$ cat config.mk
export PLATFORM = sky130hd
export DESIGN_NAME = ess_serial_port
export DESIGN_NICKNAME = d
export VERILOG_FILES = /design/src/ess_pkg.sv /design/src/ess_serial_port.sv
export SDC_FILE = /design/constraint.sdc
export NUM_CORES = 1
export LEC_CHECK = 0
export BUFFER_PORTS_ARGS = -buffer_cell sky130_fd_sc_hd__buf_2
export CAP_MARGIN = 20
export CORE_MARGIN = 4
export CORE_UTILIZATION = 45
export CTS_CLUSTER_SIZE = 30
export DETAILED_ROUTE_END_ITERATION = 16
export GPL_TIMING_DRIVEN = 0
export PLACE_DENSITY_LB_ADDON = 0.05
export SYNTH_ARGS = -nofsm -noshare
export SYNTH_HDL_FRONTEND = slang
export SYNTH_SLANG_ARGS = --single-unit
$ cat constraint.sdc
create_clock -name clk -period 5.77 [get_ports clk]
set_input_delay 0 -clock clk [delete_from_list [all_inputs] [get_ports clk]]
set_output_delay 0 -clock clk [all_outputs]
set_load 0.05 [all_outputs]
$ cat src/ess_pkg.sv
// Purpose: constants and types for the serial slave port of the ecg front end
// Assumes: 100 MHz system clock; link pins sampled by that clock
// Notes:   command word = rw flag, 7-bit address, 24-bit data, msb first
package ess_pkg;

  // system clock rate, used to derive the secondary port divider
  localparam int CLK_KHZ = 100000;

  // command word layout
  localparam int RW_BIT  = 31;              // 1 = write, 0 = read
  localparam int ADDR_HI = 30;              // address field top
  localparam int ADDR_LO = 24;              // address field bottom
  localparam int DATA_HI = 23;              // data field top
  localparam logic [4:0] LAST_BIT = 5'h1f;  // bit count of the 32nd bit

  // register addresses with special meaning to the port
  localparam logic [6:0] ADDR_NOP   = 7'h00;  // address zero with either rw, keeps frames
  localparam logic [6:0] ADDR_FRAME = 7'h40;  // read here starts framing

  // resync: this many high bits in a row arm the word hunt
  localparam int         RESYNC_ONES = 64;
  localparam logic [6:0] ONES_LAST   = 7'(RESYNC_ONES - 1);

  // secondary master port: 20.48 MHz target, divider truncates to a 25 MHz clock (clk/4), 16-bit words
  localparam int SEC_SCLK_KHZ = 20480;
  localparam int SEC_HALF_RAW = CLK_KHZ / (2 * SEC_SCLK_KHZ);
  localparam int SEC_HALF     = (SEC_HALF_RAW < 1) ? 1 : SEC_HALF_RAW;
  localparam logic [1:0] SEC_DIV_LAST = 2'(SEC_HALF - 1);

  // link state, gray coded along idle -> word -> hunt
  typedef enum logic [1:0] {
    LK_IDLE = 2'b00,
    LK_WORD = 2'b01,
    LK_HUNT = 2'b11
  } ess_link_t;

  // whole state of the port
  typedef struct packed {
    logic        csS1;     // chip select sync stage 1
    logic        csS2;     // chip select sync stage 2
    logic        csD;      // delayed for edge detect
    logic        ckS1;     // serial clock sync stage 1
    logic        ckS2;     // serial clock sync stage 2
    logic        ckD;      // delayed for edge detect
    logic        diS1;     // data in sync stage 1
    logic        diS2;     // data in sync stage 2
    ess_link_t   link;     // link state
    logic [4:0]  bitCnt;   // bits taken in the current word
    logic [30:0] rxSh;     // receive shifter
    logic [6:0]  onesCnt;  // consecutive high bits
    logic        wrPend;   // write waiting for its commit point
    logic        rdPend;   // read answer due in next word
    logic        framing;  // frame streaming enabled
    logic        full;     // frame buffer holds an unread frame
    logic [3:0]  frmIdx;   // next frame word to send
    logic [31:0] txSh;     // transmit shifter
    logic        sdo;      // serial data out level
    logic [6:0]  cmdAddr;  // last command address
    logic [23:0] cmdData;  // last write data
    logic        wrStb;    // register write pulse
    logic        rdyN;     // frame ready, low = ready
    logic        secRun;   // secondary port busy
    logic        secSclk;  // secondary clock level
    logic        secCsN;   // secondary select
    logic        secSdo;   // secondary data
    logic [1:0]  secDiv;   // half period counter
    logic [3:0]  secBit;   // bit within 16-bit word
    logic [3:0]  secIdx;   // next secondary word
    logic [14:0] secSh;    // secondary shifter
  } ess_state_t;

  // reset image: selects and clocks idle high, ready held busy
  localparam ess_state_t ESS_STATE_RST = '{
    csS1: 1'b1, csS2: 1'b1, csD: 1'b1,
    ckS1: 1'b1, ckS2: 1'b1, ckD: 1'b1,
    link: LK_IDLE, rdyN: 1'b1, secCsN: 1'b1, secSclk: 1'b1,
    default: '0
  };

endpackage : ess_pkg

$ cat src/ess_serial_port.sv
// Purpose: serial slave port of a multichannel ecg front end
// Assumes: link clock well below clk/4 so the sampled edges are seen
// Notes:   core supplies frame words by index and register read data by address
//
// Overview of operation
// - chip select high: input data ignored
// - output enable off while chip select high
// - 64 high bits then low bit resyncs
// - slow-rate frame words start with address
// - input sampled on serial clock rising edge
// - output changes on serial clock falling edge
// - ready low means ready, high in reset
// - framing: ready high empty, low full
// - no framing: ready stays low
// - ready returns high after whole packet read
// - write is one 32-bit word, msb first
// - works with free-running or gated clock
// - transfer starts at chip select fall
// - commit at select rise or next word
// - writes accepted during frame streaming
// - serial clock up to 40 MHz; this port needs it well below clk/4
// - secondary master port at 20.48 MHz clock; this port generates 25 MHz (clk/4)
// - slow-rate words are 32-bit address plus data
// - rw bit 31, address 30:24, data 23:0
// - read data shifted out in next word
`timescale 1ns/100ps
`default_nettype none

module ess_serial_port
(
  input  wire logic        clk,          // system clock
  input  wire logic        arst_n,       // async reset, active low
  input  wire logic        cs_n,         // chip select pin
  input  wire logic        sclk,         // serial clock pin
  input  wire logic        sdi,          // serial data in pin
  output logic             sdo,          // serial data out
  output logic             sdoOe,        // serial data out drive enable
  output logic             frameReady_n, // frame ready, low = ready
  input  wire logic        frameAvail,   // pulse: core filled a frame
  input  wire logic [3:0]  frameLen,     // words per frame, 1..10
  output logic [3:0]       frmIdx,       // frame word being fetched
  input  wire logic [6:0]  frmAddr,      // address of that word
  input  wire logic [23:0] frmData,      // data of that word
  output logic             regWrStb,     // register write pulse
  output logic [6:0]       regWrAddr,    // register write address
  output logic [23:0]      regWrData,    // register write data
  output logic [6:0]       regRdAddr,    // register read address
  input  wire logic [23:0] regRdData,    // register read data
  input  wire logic        secEn,        // enable secondary port
  output logic [3:0]       secIdx,       // secondary word being fetched
  input  wire logic [15:0] secData,      // secondary word, 16 bits
  output logic             secSclk,      // secondary serial clock
  output logic             secSdo,       // secondary serial data
  output logic             secCs_n       // secondary frame select
);

  ess_pkg::ess_state_t q;      // registered state
  ess_pkg::ess_state_t n;      // next state
  logic                riseEv; // sampled serial clock rising edge
  logic                fallEv; // sampled serial clock falling edge
  logic                csRise; // sampled select release
  logic                startRs;// first rising edge of a word
  logic [31:0]         rxWord; // completed word
  logic [31:0]         txWord; // word chosen for output

  // edges are found on the second sync stage only; the clock may stop
  // between bursts, so nothing counts on a free-running link clock
  assign riseEv  = q.ckS2 & ~q.ckD;
  assign fallEv  = ~q.ckS2 & q.ckD;
  assign csRise  = q.csS2 & ~q.csD;
  assign startRs = riseEv & ~q.csS2 & (q.bitCnt == 5'h00);
  assign rxWord  = {q.rxSh, q.diS2};

  // next-state logic for the whole port
  always_comb
  begin
    n        = q;
    txWord   = 32'h0000_0000;
    // two-stage synchronisers on every pin
    n.csS1   = cs_n;
    n.csS2   = q.csS1;
    n.csD    = q.csS2;
    n.ckS1   = sclk;
    n.ckS2   = q.ckS1;
    n.ckD    = q.ckS2;
    n.diS1   = sdi;
    n.diS2   = q.diS1;
    n.wrStb  = 1'b0;

    // pending write lands at select release or first edge of next word
    if (q.wrPend && (csRise || startRs))
    begin
      n.wrStb  = 1'b1;
      n.wrPend = 1'b0;
    end

    if (q.csS2)
    begin
      // deselected: drop any partial word, input is ignored
      n.link    = ess_pkg::LK_IDLE;
      n.bitCnt  = 5'h00;
      n.onesCnt = 7'h00;
    end
    else
    begin
      if (q.link == ess_pkg::LK_IDLE)
      begin
        n.link = ess_pkg::LK_WORD;
      end
      if (riseEv)
      begin
        // run of high bits for the resync detector
        if (!q.diS2)
        begin
          n.onesCnt = 7'h00;
        end
        else if (q.onesCnt != ess_pkg::ONES_LAST)
        begin
          n.onesCnt = q.onesCnt + 7'h01;
        end
        if (q.link == ess_pkg::LK_HUNT && q.diS2)
        begin
          // hunting: high bits carry no word
          n.bitCnt = 5'h00;
        end
        else if (q.diS2 && q.onesCnt == ess_pkg::ONES_LAST)
        begin
          // 64th high bit: realign on the next low bit
          n.link   = ess_pkg::LK_HUNT;
          n.bitCnt = 5'h00;
        end
        else
        begin
          // msb first shift of the incoming word
          n.link   = ess_pkg::LK_WORD;
          n.rxSh   = {q.rxSh[29:0], q.diS2};
          n.bitCnt = q.bitCnt + 5'h01;
          if (q.bitCnt == ess_pkg::LAST_BIT)
          begin
            // full word in: decode rw, address, data
            n.cmdAddr = rxWord[ess_pkg::ADDR_HI:ess_pkg::ADDR_LO];
            if (rxWord[ess_pkg::ADDR_HI:ess_pkg::ADDR_LO]
                == ess_pkg::ADDR_NOP)
            begin
              // nop in either polarity: an all-zero word keeps frames
              // running, so a host can clock frames out with sdi low
              n.cmdAddr = q.cmdAddr;
            end
            else if (rxWord[ess_pkg::RW_BIT])
            begin
              // write; framing kept running
              n.cmdData = rxWord[ess_pkg::DATA_HI:0];
              n.wrPend  = 1'b1;
            end
            else if (rxWord[ess_pkg::ADDR_HI:ess_pkg::ADDR_LO]
                     == ess_pkg::ADDR_FRAME)
            begin
              // read of the frame header starts streaming
              n.framing = 1'b1;
              n.rdPend  = 1'b0;
            end
            else
            begin
              // register read interrupts framing
              n.framing = 1'b0;
              n.full    = 1'b0;
              n.frmIdx  = 4'h0;
              n.rdPend  = 1'b1;
            end
          end
        end
      end

      if (fallEv)
      begin
        if (q.bitCnt == 5'h00 && q.link != ess_pkg::LK_HUNT)
        begin
          // word boundary: choose what the next word carries
          if (q.rdPend)
          begin
            txWord   = {1'b0, q.cmdAddr, regRdData};
            n.rdPend = 1'b0;
          end
          else if (q.framing && q.full)
          begin
            // address leads every frame word
            txWord = {1'b0, frmAddr, frmData};
            if (q.frmIdx == frameLen - 4'h1)
            begin
              // last word read: buffer empty again
              n.full   = 1'b0;
              n.frmIdx = 4'h0;
            end
            else
            begin
              n.frmIdx = q.frmIdx + 4'h1;
            end
          end
          n.sdo  = txWord[31];
          n.txSh = {txWord[30:0], 1'b0};
        end
        else
        begin
          n.sdo  = q.txSh[31];
          n.txSh = {q.txSh[30:0], 1'b0};
        end
      end
    end

    // a fresh frame wins over the drain of the old one
    if (frameAvail && q.framing)
    begin
      n.full = 1'b1;
    end
    // ready: busy while empty, ready when full or not framing
    n.rdyN = n.framing ? ~n.full : 1'b0;

    // secondary master port: streams 16-bit words of each frame
    if (!q.secRun)
    begin
      if (secEn && frameAvail)
      begin
        n.secRun  = 1'b1;
        n.secCsN  = 1'b0;
        n.secSclk = 1'b1;
        n.secDiv  = 2'b00;
        n.secBit  = 4'h0;
        n.secIdx  = 4'h0;
      end
    end
    else if (q.secDiv == ess_pkg::SEC_DIV_LAST)
    begin
      // half period over: toggle the generated clock
      n.secDiv  = 2'b00;
      n.secSclk = ~q.secSclk;
      if (q.secSclk)
      begin
        // falling edge: present the next bit
        if (q.secBit != 4'h0)
        begin
          n.secSdo = q.secSh[14];
          n.secSh  = {q.secSh[13:0], 1'b0};
          n.secBit = q.secBit + 4'h1;
        end
        else if (q.secIdx == frameLen)
        begin
          // all words out: release select, park clock high
          n.secRun  = 1'b0;
          n.secCsN  = 1'b1;
          n.secSclk = 1'b1;
          n.secSdo  = 1'b0;
        end
        else
        begin
          n.secSdo = secData[15];
          n.secSh  = secData[14:0];
          n.secIdx = q.secIdx + 4'h1;
          n.secBit = 4'h1;
        end
      end
    end
    else
    begin
      n.secDiv = q.secDiv + 2'b01;
    end
  end

  // single state register; reset holds ready high
  always_ff @(posedge clk or negedge arst_n)
  begin
    if (!arst_n)
    begin
      q <= ess_pkg::ESS_STATE_RST;
    end
    else
    begin
      q <= n;
    end
  end

  // outputs straight from state
  assign sdo          = q.sdo;
  assign sdoOe        = ~q.csS2;
  assign frameReady_n = q.rdyN;
  assign frmIdx       = q.frmIdx;
  assign regWrStb     = q.wrStb;
  assign regWrAddr    = q.cmdAddr;
  assign regWrData    = q.cmdData;
  assign regRdAddr    = q.cmdAddr;
  assign secIdx       = q.secIdx;
  assign secSclk      = q.secSclk;
  assign secSdo       = q.secSdo;
  assign secCs_n      = q.secCsN;
endmodule : ess_serial_port

`default_nettype wire

* Yosys cells after proc, flatten, opt, wreduce, memory -nomap -nowiden
Cells that the tools add are included.
** Word-level totals
- Bits of input ports :: 82
- Output and inout port bits :: 53
- Register bits :: 156
** Operators by class
- Equal/unequal tests :: 17
- Bitwise gates (word level) :: 14
- Reduce and logical (&&, ||, !) cells :: 25
- Add/subtract/negate cells :: 7
- Multiplexer cells :: 60
** Operators by type and width (count)
- $mux 31 :: 8
- $mux 72 :: 1
- $mux 23 :: 3
- $mux 53 :: 1
- $mux 7 :: 7
- $mux 24 :: 2
- $mux 38 :: 1
- $mux 33 :: 1
- $mux 8 :: 4
- $mux 5 :: 5
- $mux 10 :: 2
- $mux 4 :: 5
- $mux 15 :: 1
- $add 4x1->4 const B :: 3
- $mux 3 :: 4
- $reduce_and 4->1 :: 3
- $mux 1 :: 11
- $ne 2x2->1 const B :: 5
- $reduce_and 5->1 :: 2
- $not 1->1 :: 9
- $eq 4x4->1 :: 2
- $mux 2 :: 4
- $add 7x1->7 const B :: 1
- $eq 7x6->1 const B :: 1
- other kinds (23) :: 37

* Longest topological paths before layout
Gate-level depths: netlist of run 1.
- Word-level depth :: 22
- Mapped depth :: 10
- Depth with buffers taken out :: 7

* Least setup slack after synthesis of run 1
OpenSTA, ideal clock, no wires.
- Path kind :: flip-flop to flip-flop
- From :: register q (netlist bit n[150])
- To :: register q (netlist bit regWrData[10])
- Library setup time :: 0.125 ns
- Setup slack :: 3.551 ns
- Data arrival time :: 2.094 ns
- Required time :: 5.645 ns
- Buffers on the path :: 4
- Cell stages (with the launch flop) :: 10
- Cells stage by stage :: dfstp_2 > nor3b_4 > o211a_1 > buf_6 > o211a_1 > buf_6 > and2_4 > buf_6 > buf_6 > mux2_4
** Between the ends
- Cells in the longest elaborated chain, start to end :: 2
** RTL lines
- from (decl) :: line ess_serial_port.sv:57 : ess_pkg::ess_state_t q;
- from (signal assigned) :: line ess_serial_port.sv:273 : q <= ess_pkg::ESS_STATE_RST;
- from (signal assigned) :: line ess_serial_port.sv:277 : q <= n;
- $and 1x1->1 :: line ess_serial_port.sv:68 : assign riseEv = q.ckS2 & ~q.ckD;
- $reduce_and 7->1 (no source line)
Every way passes these cells.
A chain may end at the register's enable or synchronous reset.

* Worst setup path after layout of run 1
- From :: register q (netlist bit n[150])
- To :: register q (netlist bit regWrData[8])
The elaborated chain is that of the path after synthesis.

==> flow_summary.yaml, run 1 <==
cells_and_area:
  drive_gt1_share_pct: 28.2
  final_cell_mix: "nand2_1 (172), dfrtp_1 (146), buf_2 (133)"
  antenna_cells_inserted: 0
  finalNonFillerCells: 1170
  nets: 1032
  final_common_cell: "nand2_1"
  area.growth.synth_to_final_pct: 25.1
power:
  seqPwrFrac_pct: 43.4
  power_frac_comb_pct: 19.6
  p_per_area_nw_per_um2: 321
  power.internal_mw: 2.07
  p_switching_mw: 0.905
  ir_worst_vdd_mv: 0.211
  netSwitchingFraction_pct: 30.4
  cellLeakagePower_nw: 4.63
  clockPowerShare_pct: 37.0
synth:
  ys_types: 51
  synth_top_area_share_pct: 49.3
  syn-cell-area_um2: 7410
  syn_area_per_cell_um2: 9.79
  async_flop_share_pct: 100
  yosysTopAreaCell: "dfrtp_1"
  ys.flop_type: "dfrtp_1"
  netlist_top_cells_area: "dfrtp_1 (49%), nand2_1 (8.7%), buf_4 (4.8%)"
  synth_enable_flop_cells: 0
  ys_seq_elements: 155
  syn-num-nets: 848
  ys_warn_count: 0
  syn_inst: 757
  ys_seq_area_share_pct: 52.5
drt:
  ant_nets: 0
  firstDrtPassIters: 6
  drt_wl_total_um: 16600
  drc: 0
  wl_per_cell_um: 14.1
  viasPerCell: 5.04
  drt_iter0_drc: 286
  vias: 5894
die:
  core_area_um2: 16000
  die_h_um: 136
  ios: 135
  placementRows: 46
  initial_core_util_pct: 46.3
  die_w_um: 136
  die_area_um2: 18600
clock_network:
  postCtsHoldBufs: 30
  cts_setup_buffers: 0
  clockBufferDepth: 2
  numCtsBuffers: 17
  cts.clk_slew.worst_paths_ns: 0.06
  cts.sinks: 155
  cts-resized-gates: 0
  h-tree-depth: 4
  clock_latency_ns: 0.42
  cts_tree: "yes"
  cts_root_buffer: "clkbuf_16"
placed_design:
  place.gp.congestion: 0.802
  hpwlAfterDp_um: 11800
  dp_cells: 1108
  portBuffers: 134
grt:
  grt-ovfl-total: 0
  grt_pass1_wl_um: 27200
  grt.total_usage_pct: 18.3
  grt_antenna_before_repair: 0
  grt_pass1_vias: 5790
  grt_max_degree: 101
sta:
  setup_violations: 0
  maxSlewViolCount: 0
  finalHoldViolations: 0
  period_minus_slack_ns: 2.51
  finalSetupTns_ns: 0
  skew_ns: 0.00552
  tightest_slew_ns: 0.727
  fin_crit_sh_pct: 43.6
  holdWs_ns: 0.0142
  fmax_mhz: 398
  relSlewSlack_pct: 50.8
  rsz0062_at_grt: "no"
critical_path:
  cpMostUsedCell: "buf_6"
  slowest_stage: "dfstp_2"
  required_ns: 6.08
  path_class: "reg -> reg"
  cp-end-kind: "flip-flop"
  crit_buf_inv: 4
  crit_family: "buffers and inverters"
  cp-start-kind: "flip-flop"
  path_cells: "nor3b_4 -> o211a_1 -> buf_6 -> o211a_1 -> buf_6 -> and2_4 -> buf_6 -> buf_6 -> mux2_4"
  crit_fanout: 10
  max_stage_delay_ns: 0.56
  crit_arrival_ns: 2.82
run_status:
  outcome: "completed"
run:
  drv_cap: 0
min_path:
  hold_class: "in -> reg"
[final timing paths]
path / from / endpoint / cells after the start / slack, ns
worst max-delay path: n[150] / regWrData[8] / 9 / 3.26
worst min-delay path: frmData[18] / q[82] / 5 / 0.01
max in group asynchronous: arst_n / q[131] / 3 / 4.80
worst max register to register: n[150] / regWrData[8] / 9 / 3.26
min in group asynchronous: arst_n / q[4] / 2 / 0.11
worst min register to register: n[148] / q[148] / 0 / 0.35
[routing by layer]
metal,vias to the layer above,wire [um],global-route usage [%],part of all wire [%]
li1,2910,-,-,-
met1,2854,7600,24.8,46
met2,114,8050,29.4,49
met3,16,731,4.89,4.4
met4,0,173,4.70,1.0
met5,-,0,0,0
[state kept, by name (all words and copies together) (netlist names)]
register / flops
secSdo: 1
regWrData: 24
secSclk: 1
frmIdx: 4
regWrStb: 1
q: 105
secCs_n: 1
sdo: 1
secIdx: 4
frameReady_n: 1
n: 5
regRdAddr: 7
[metrics by stage]
step / setup slack (ns) / instance area [um2] / power (mW) / utilization, %
2_1_floorplan: 3.55 / 7410 / 1.70 / -
3_3_place_gp: 2.44 / 8350 / 1.85 / 52.2
3_5_place_dp: 3.24 / 8390 / 1.88 / 52.4
4_1_cts: 3.24 / 9270 / 3.01 / 58.0
5_1_grt: 3.13 / 9270 / 3.13 / 58.0
6_report: 3.26 / 9270 / 2.98 / 58.0
[cells in the mapped netlist, types with 3 or more instances]
library cell and number:
o21a_1 3, or2_2 3, o31ai_1 4, nor3_1 6, buf_4 47, mux2_2 15, clkbuf_1 35, inv_1 10
dfstp_2 9, dfrtp_1 146, a21o_1 6, xor2_1 3, a21oi_1 41, o21ai_0 43, nand3_1 12, nor2_1 60
xnor2_1 11, nor2b_1 5, mux2_4 19, ha_1 9, nand2b_1 3, and3_1 5, buf_6 5, nor4_1 4
nand2_1 172, a22oi_1 32, and4_1 3, a22o_1 3, a31oi_1 14
[cell type report]
type / count / area, um2
plain buffers: 87 / 541
clock buffers: 19 / 443
clock inverters: 13 / 143
fillers: 1458 / 6730
inverters: 10 / 37.5
multi-input cells: 505 / 2950
flip-flops and latches: 155 / 3890
well taps: 216 / 270
repair buffers: 165 / 1000
[power groups by stage]
| stage | Combinational, mW | Clock (mW) | Sequential (mW) |
|---|---|---|---|
| 6_report | 0.582 | 1.10 | 1.29 |
| 5_1_grt | 0.653 | 1.17 | 1.31 |
| 4_1_cts | 0.589 | 1.13 | 1.29 |
| 3_5_place_dp | 0.571 | 0 | 1.31 |
| 3_3_place_gp | 0.549 | 0 | 1.30 |
| 2_1_floorplan | 0.376 | 0 | 1.33 |
[tightest hold or removal path, delay by kind of cell]
kind / cells / cell delay, ns
AOI/OAI and AO/OA: 3 / 0.23
buffers and inverters: 1 / 0.08
and+or+nand+nor: 1 / 0.08
[kinds of logic after synthesis]
group	count (synthesis)	synth area share, %
xor+xnor	14	1.65
buf+inv	97	7.80
simple gates	287	16.8
mux	36	6.40
fa+ha+maj	9	1.52
flops	155	52.5
compound gates	159	13.3
Note: power is estimated with default switching activity, not from simulation.
==> inputs of run 2 (changes only) <==
- ABC_AREA: unset -> 1
- clock period: 5.77 -> 2.4 ns (I/O delays scaled with it)
==> run 2 against run 1 <==
  * Critical path depth shrank 1
  * Die area grew 1.7%
  * Sequential cell count is the same
  * Count of clock-buffer cells in the layout grew 4
  * Largest power group unchanged
  * Clock skew grew 0.0022 ns
  * Worst setup slack lost 3.0 ns
  * Critical endpoint is now q[74]
==> flow_summary.yaml, run 2 <==
grt:
  grt_max_degree: 85
  grt_antenna_before_repair: 0
  grt-ovfl-total: 0
  grt_pass1_vias: 6032
  grt_pass1_wl_um: 28500
  grt.total_usage_pct: 18.7
placed_design:
  place.gp.congestion: 0.766
  dpl_cell_area_um2: 8530
  hpwlAfterDp_um: 11900
  dp_cells: 1243
  portBuffers: 134
  dpl_worst_slack_ns: 0.432
power:
  clockPowerShare_pct: 35.1
  power.internal_mw: 5.26
  p_per_area_nw_per_um2: 769
  seqPwrFrac_pct: 42.9
  power_frac_comb_pct: 22.1
  p_switching_mw: 2.30
  cellLeakagePower_nw: 5.08
  p_total_mw: 7.56
  ir_worst_vdd_mv: 0.550
  netSwitchingFraction_pct: 30.4
cells_and_area:
  nets: 1205
  largest_reg_flops: 105
  top_register: "q"
  utilization_pct: 59.5
  finalNonFillerCells: 1345
  antenna_cells_inserted: 0
  fillers: 1507
  area.growth.synth_to_final_pct: 30.2
  drive_gt1_share_pct: 23.4
  final_common_cell: "nand2_1"
  final_cell_mix: "nand2_1 (254), buf_2 (148), dfrtp_1 (146)"
  design_area_um2: 9830
critical_path:
  max_stage_delay_ns: 0.60
  crit_fanout: 10
  required_ns: 2.72
  path_class: "reg -> reg"
  path_cells: "clkbuf_1 -> nor2_2 -> buf_2 -> a22oi_1 -> dlygate4sd3_1 -> nand2_1 -> o211ai_1 -> o21ai_0"
  cp-start-kind: "flip-flop"
  crit_family: "buffers and inverters"
  cp-end-kind: "flip-flop"
  slowest_stage: "dlygate4sd3_1"
  crit_arrival_ns: 2.50
  crit_buf_inv: 3
sta:
  rsz0062_at_grt: "no"
  tightest_slew_ns: 0.547
  fin_ws_ns: 0.224
  fin_crit_sh_pct: 90.7
  maxSlewViolCount: 0
  relSlewSlack_pct: 63.6
  holdWs_ns: 0.00786
  setup_violations: 0
  fmax_mhz: 459
  period_minus_slack_ns: 2.18
  finalSetupTns_ns: 0
  skew_ns: 0.00772
  finalHoldViolations: 0
die:
  initial_core_util_pct: 45.7
  die_area_um2: 18900
  die_h_um: 138
  die_w_um: 138
  core_area_um2: 16500
  placementRows: 47
  ios: 135
synth:
  syn_area_per_cell_um2: 8.50
  ys_seq_elements: 155
  synth_enable_flop_cells: 0
  yosys-top-cells-count: "nand2_1 (254), dfrtp_1 (146), inv_1 (80), o21ai_0 (73), nor2_1 (54)"
  yosysMostFrequentCell: "nand2_1"
  yosysTopAreaCell: "dfrtp_1"
  syn-num-nets: 979
  ys.flop_type: "dfrtp_1"
  syn-cell-area_um2: 7550
  async_flop_share_pct: 100
  ys_warn_count: 0
  netlist_top_cells_area: "dfrtp_1 (48%), nand2_1 (13%), o21ai_0 (4.8%)"
  synth_top_area_share_pct: 48.4
  ys_seq_area_share_pct: 51.5
  syn_inst: 888
  ys_types: 33
min_path:
  hold_class: "in -> reg"
drt:
  wl_per_cell_um: 12.9
  drc: 0
  viasPerCell: 4.74
  vias: 6379
  ant_nets: 0
  firstDrtPassIters: 5
  drt_wl_total_um: 17300
  drt_iter0_drc: 350
clock_network:
  cts_tree: "yes"
  cts_setup_buffers: 0
  cts.sinks: 155
  clock_latency_ns: 0.41
  cts.clk_slew.worst_paths_ns: 0.06
  numCtsBuffers: 17
  clockBufferDepth: 2
  h-tree-depth: 4
  cts_root_buffer: "clkbuf_16"
run_status:
  outcome: "completed"
run:
  drv_cap: 0
## run 2: cell types whose count changed after synthesis, sizes merged, moves of 20 or more
cell / change
o21ai: +50
inv: +82
clkbuf: -20
a21oi: -27
o211ai: +29
mux2: -34
nand2: +85
## run 2: power groups by stage
stage	clock, mW	combinational [mW]	sequential, mW
after detailed placement	0	1.62	3.29
after floorplan	0	1.12	3.30
after CTS	2.72	1.69	3.24
final	2.65	1.67	3.24
after global routing	2.84	1.93	3.29
after global placement	0	1.59	3.28
## run 2: cell type report
| class | instances | area [um2] | area share [%] |
|---|---|---|---|
| flip-flops and latches | 155 | 3890 | 39.6 |
| multi-input cells | 556 | 2760 | 28.1 |
| clock buffers | 23 | 458 | 4.66 |
| inverters | 92 | 345 | 3.51 |
| well taps | 220 | 275 | 2.80 |
| clock inverters | 7 | 116 | 1.18 |
| plain buffers | 85 | 558 | 5.68 |
| repair buffers | 207 | 1430 | 14.5 |
## run 2: final timing paths
path / depth (start not counted) / endpoint / start / slack [ns]
min: 5 / q[69] / regRdData[5] / 0.008
max reg2reg: 8 / q[74] / q[101] / 0.22
max: 8 / q[74] / q[101] / 0.22
min in group asynchronous: 2 / regWrData[20] / arst_n / 0.13
min reg2reg: 0 / n[153] / n[154] / 0.35
max in group asynchronous: 3 / secSclk / arst_n / 1.44
## run 2: logic make-up after synthesis
| family | Yosys count | share of synthesized area [%] |
|---|---|---|
| compound gates | 186 | 14.7 |
| fa+ha+maj | 9 | 1.49 |
| mux | 1 | 0.133 |
| simple gates | 347 | 18.7 |
| buf+inv | 177 | 11.9 |
| flops | 155 | 51.5 |
| xor+xnor | 13 | 1.51 |
## run 2: per-layer routing
layer	vias up	track usage [%]	wire, um
met4	0	5.16	188
li1	3294	-	-
met2	128	30.0	8080
met1	2941	25.7	8270
met5	-	0	0
met3	16	4.16	796
## run 2: what timing repair did
item / in CTS / in global routing
gates resized for setup: 0 / 5
endpoints found under the setup margin: 0 / 9
hold endpoints to repair: 123 / 0
hold buffers: 72 / 0
## run 2: worst register-to-register path, stage by stage (launching register included)
cell and delay [ns]:
dfrtp_1 0.35, clkbuf_1 0.21, nor2_2 0.29, buf_2 0.29, a22oi_1 0.11, dlygate4sd3_1 0.60, nand2_1 0.06, o211ai_1 0.08
o21ai_0 0.10
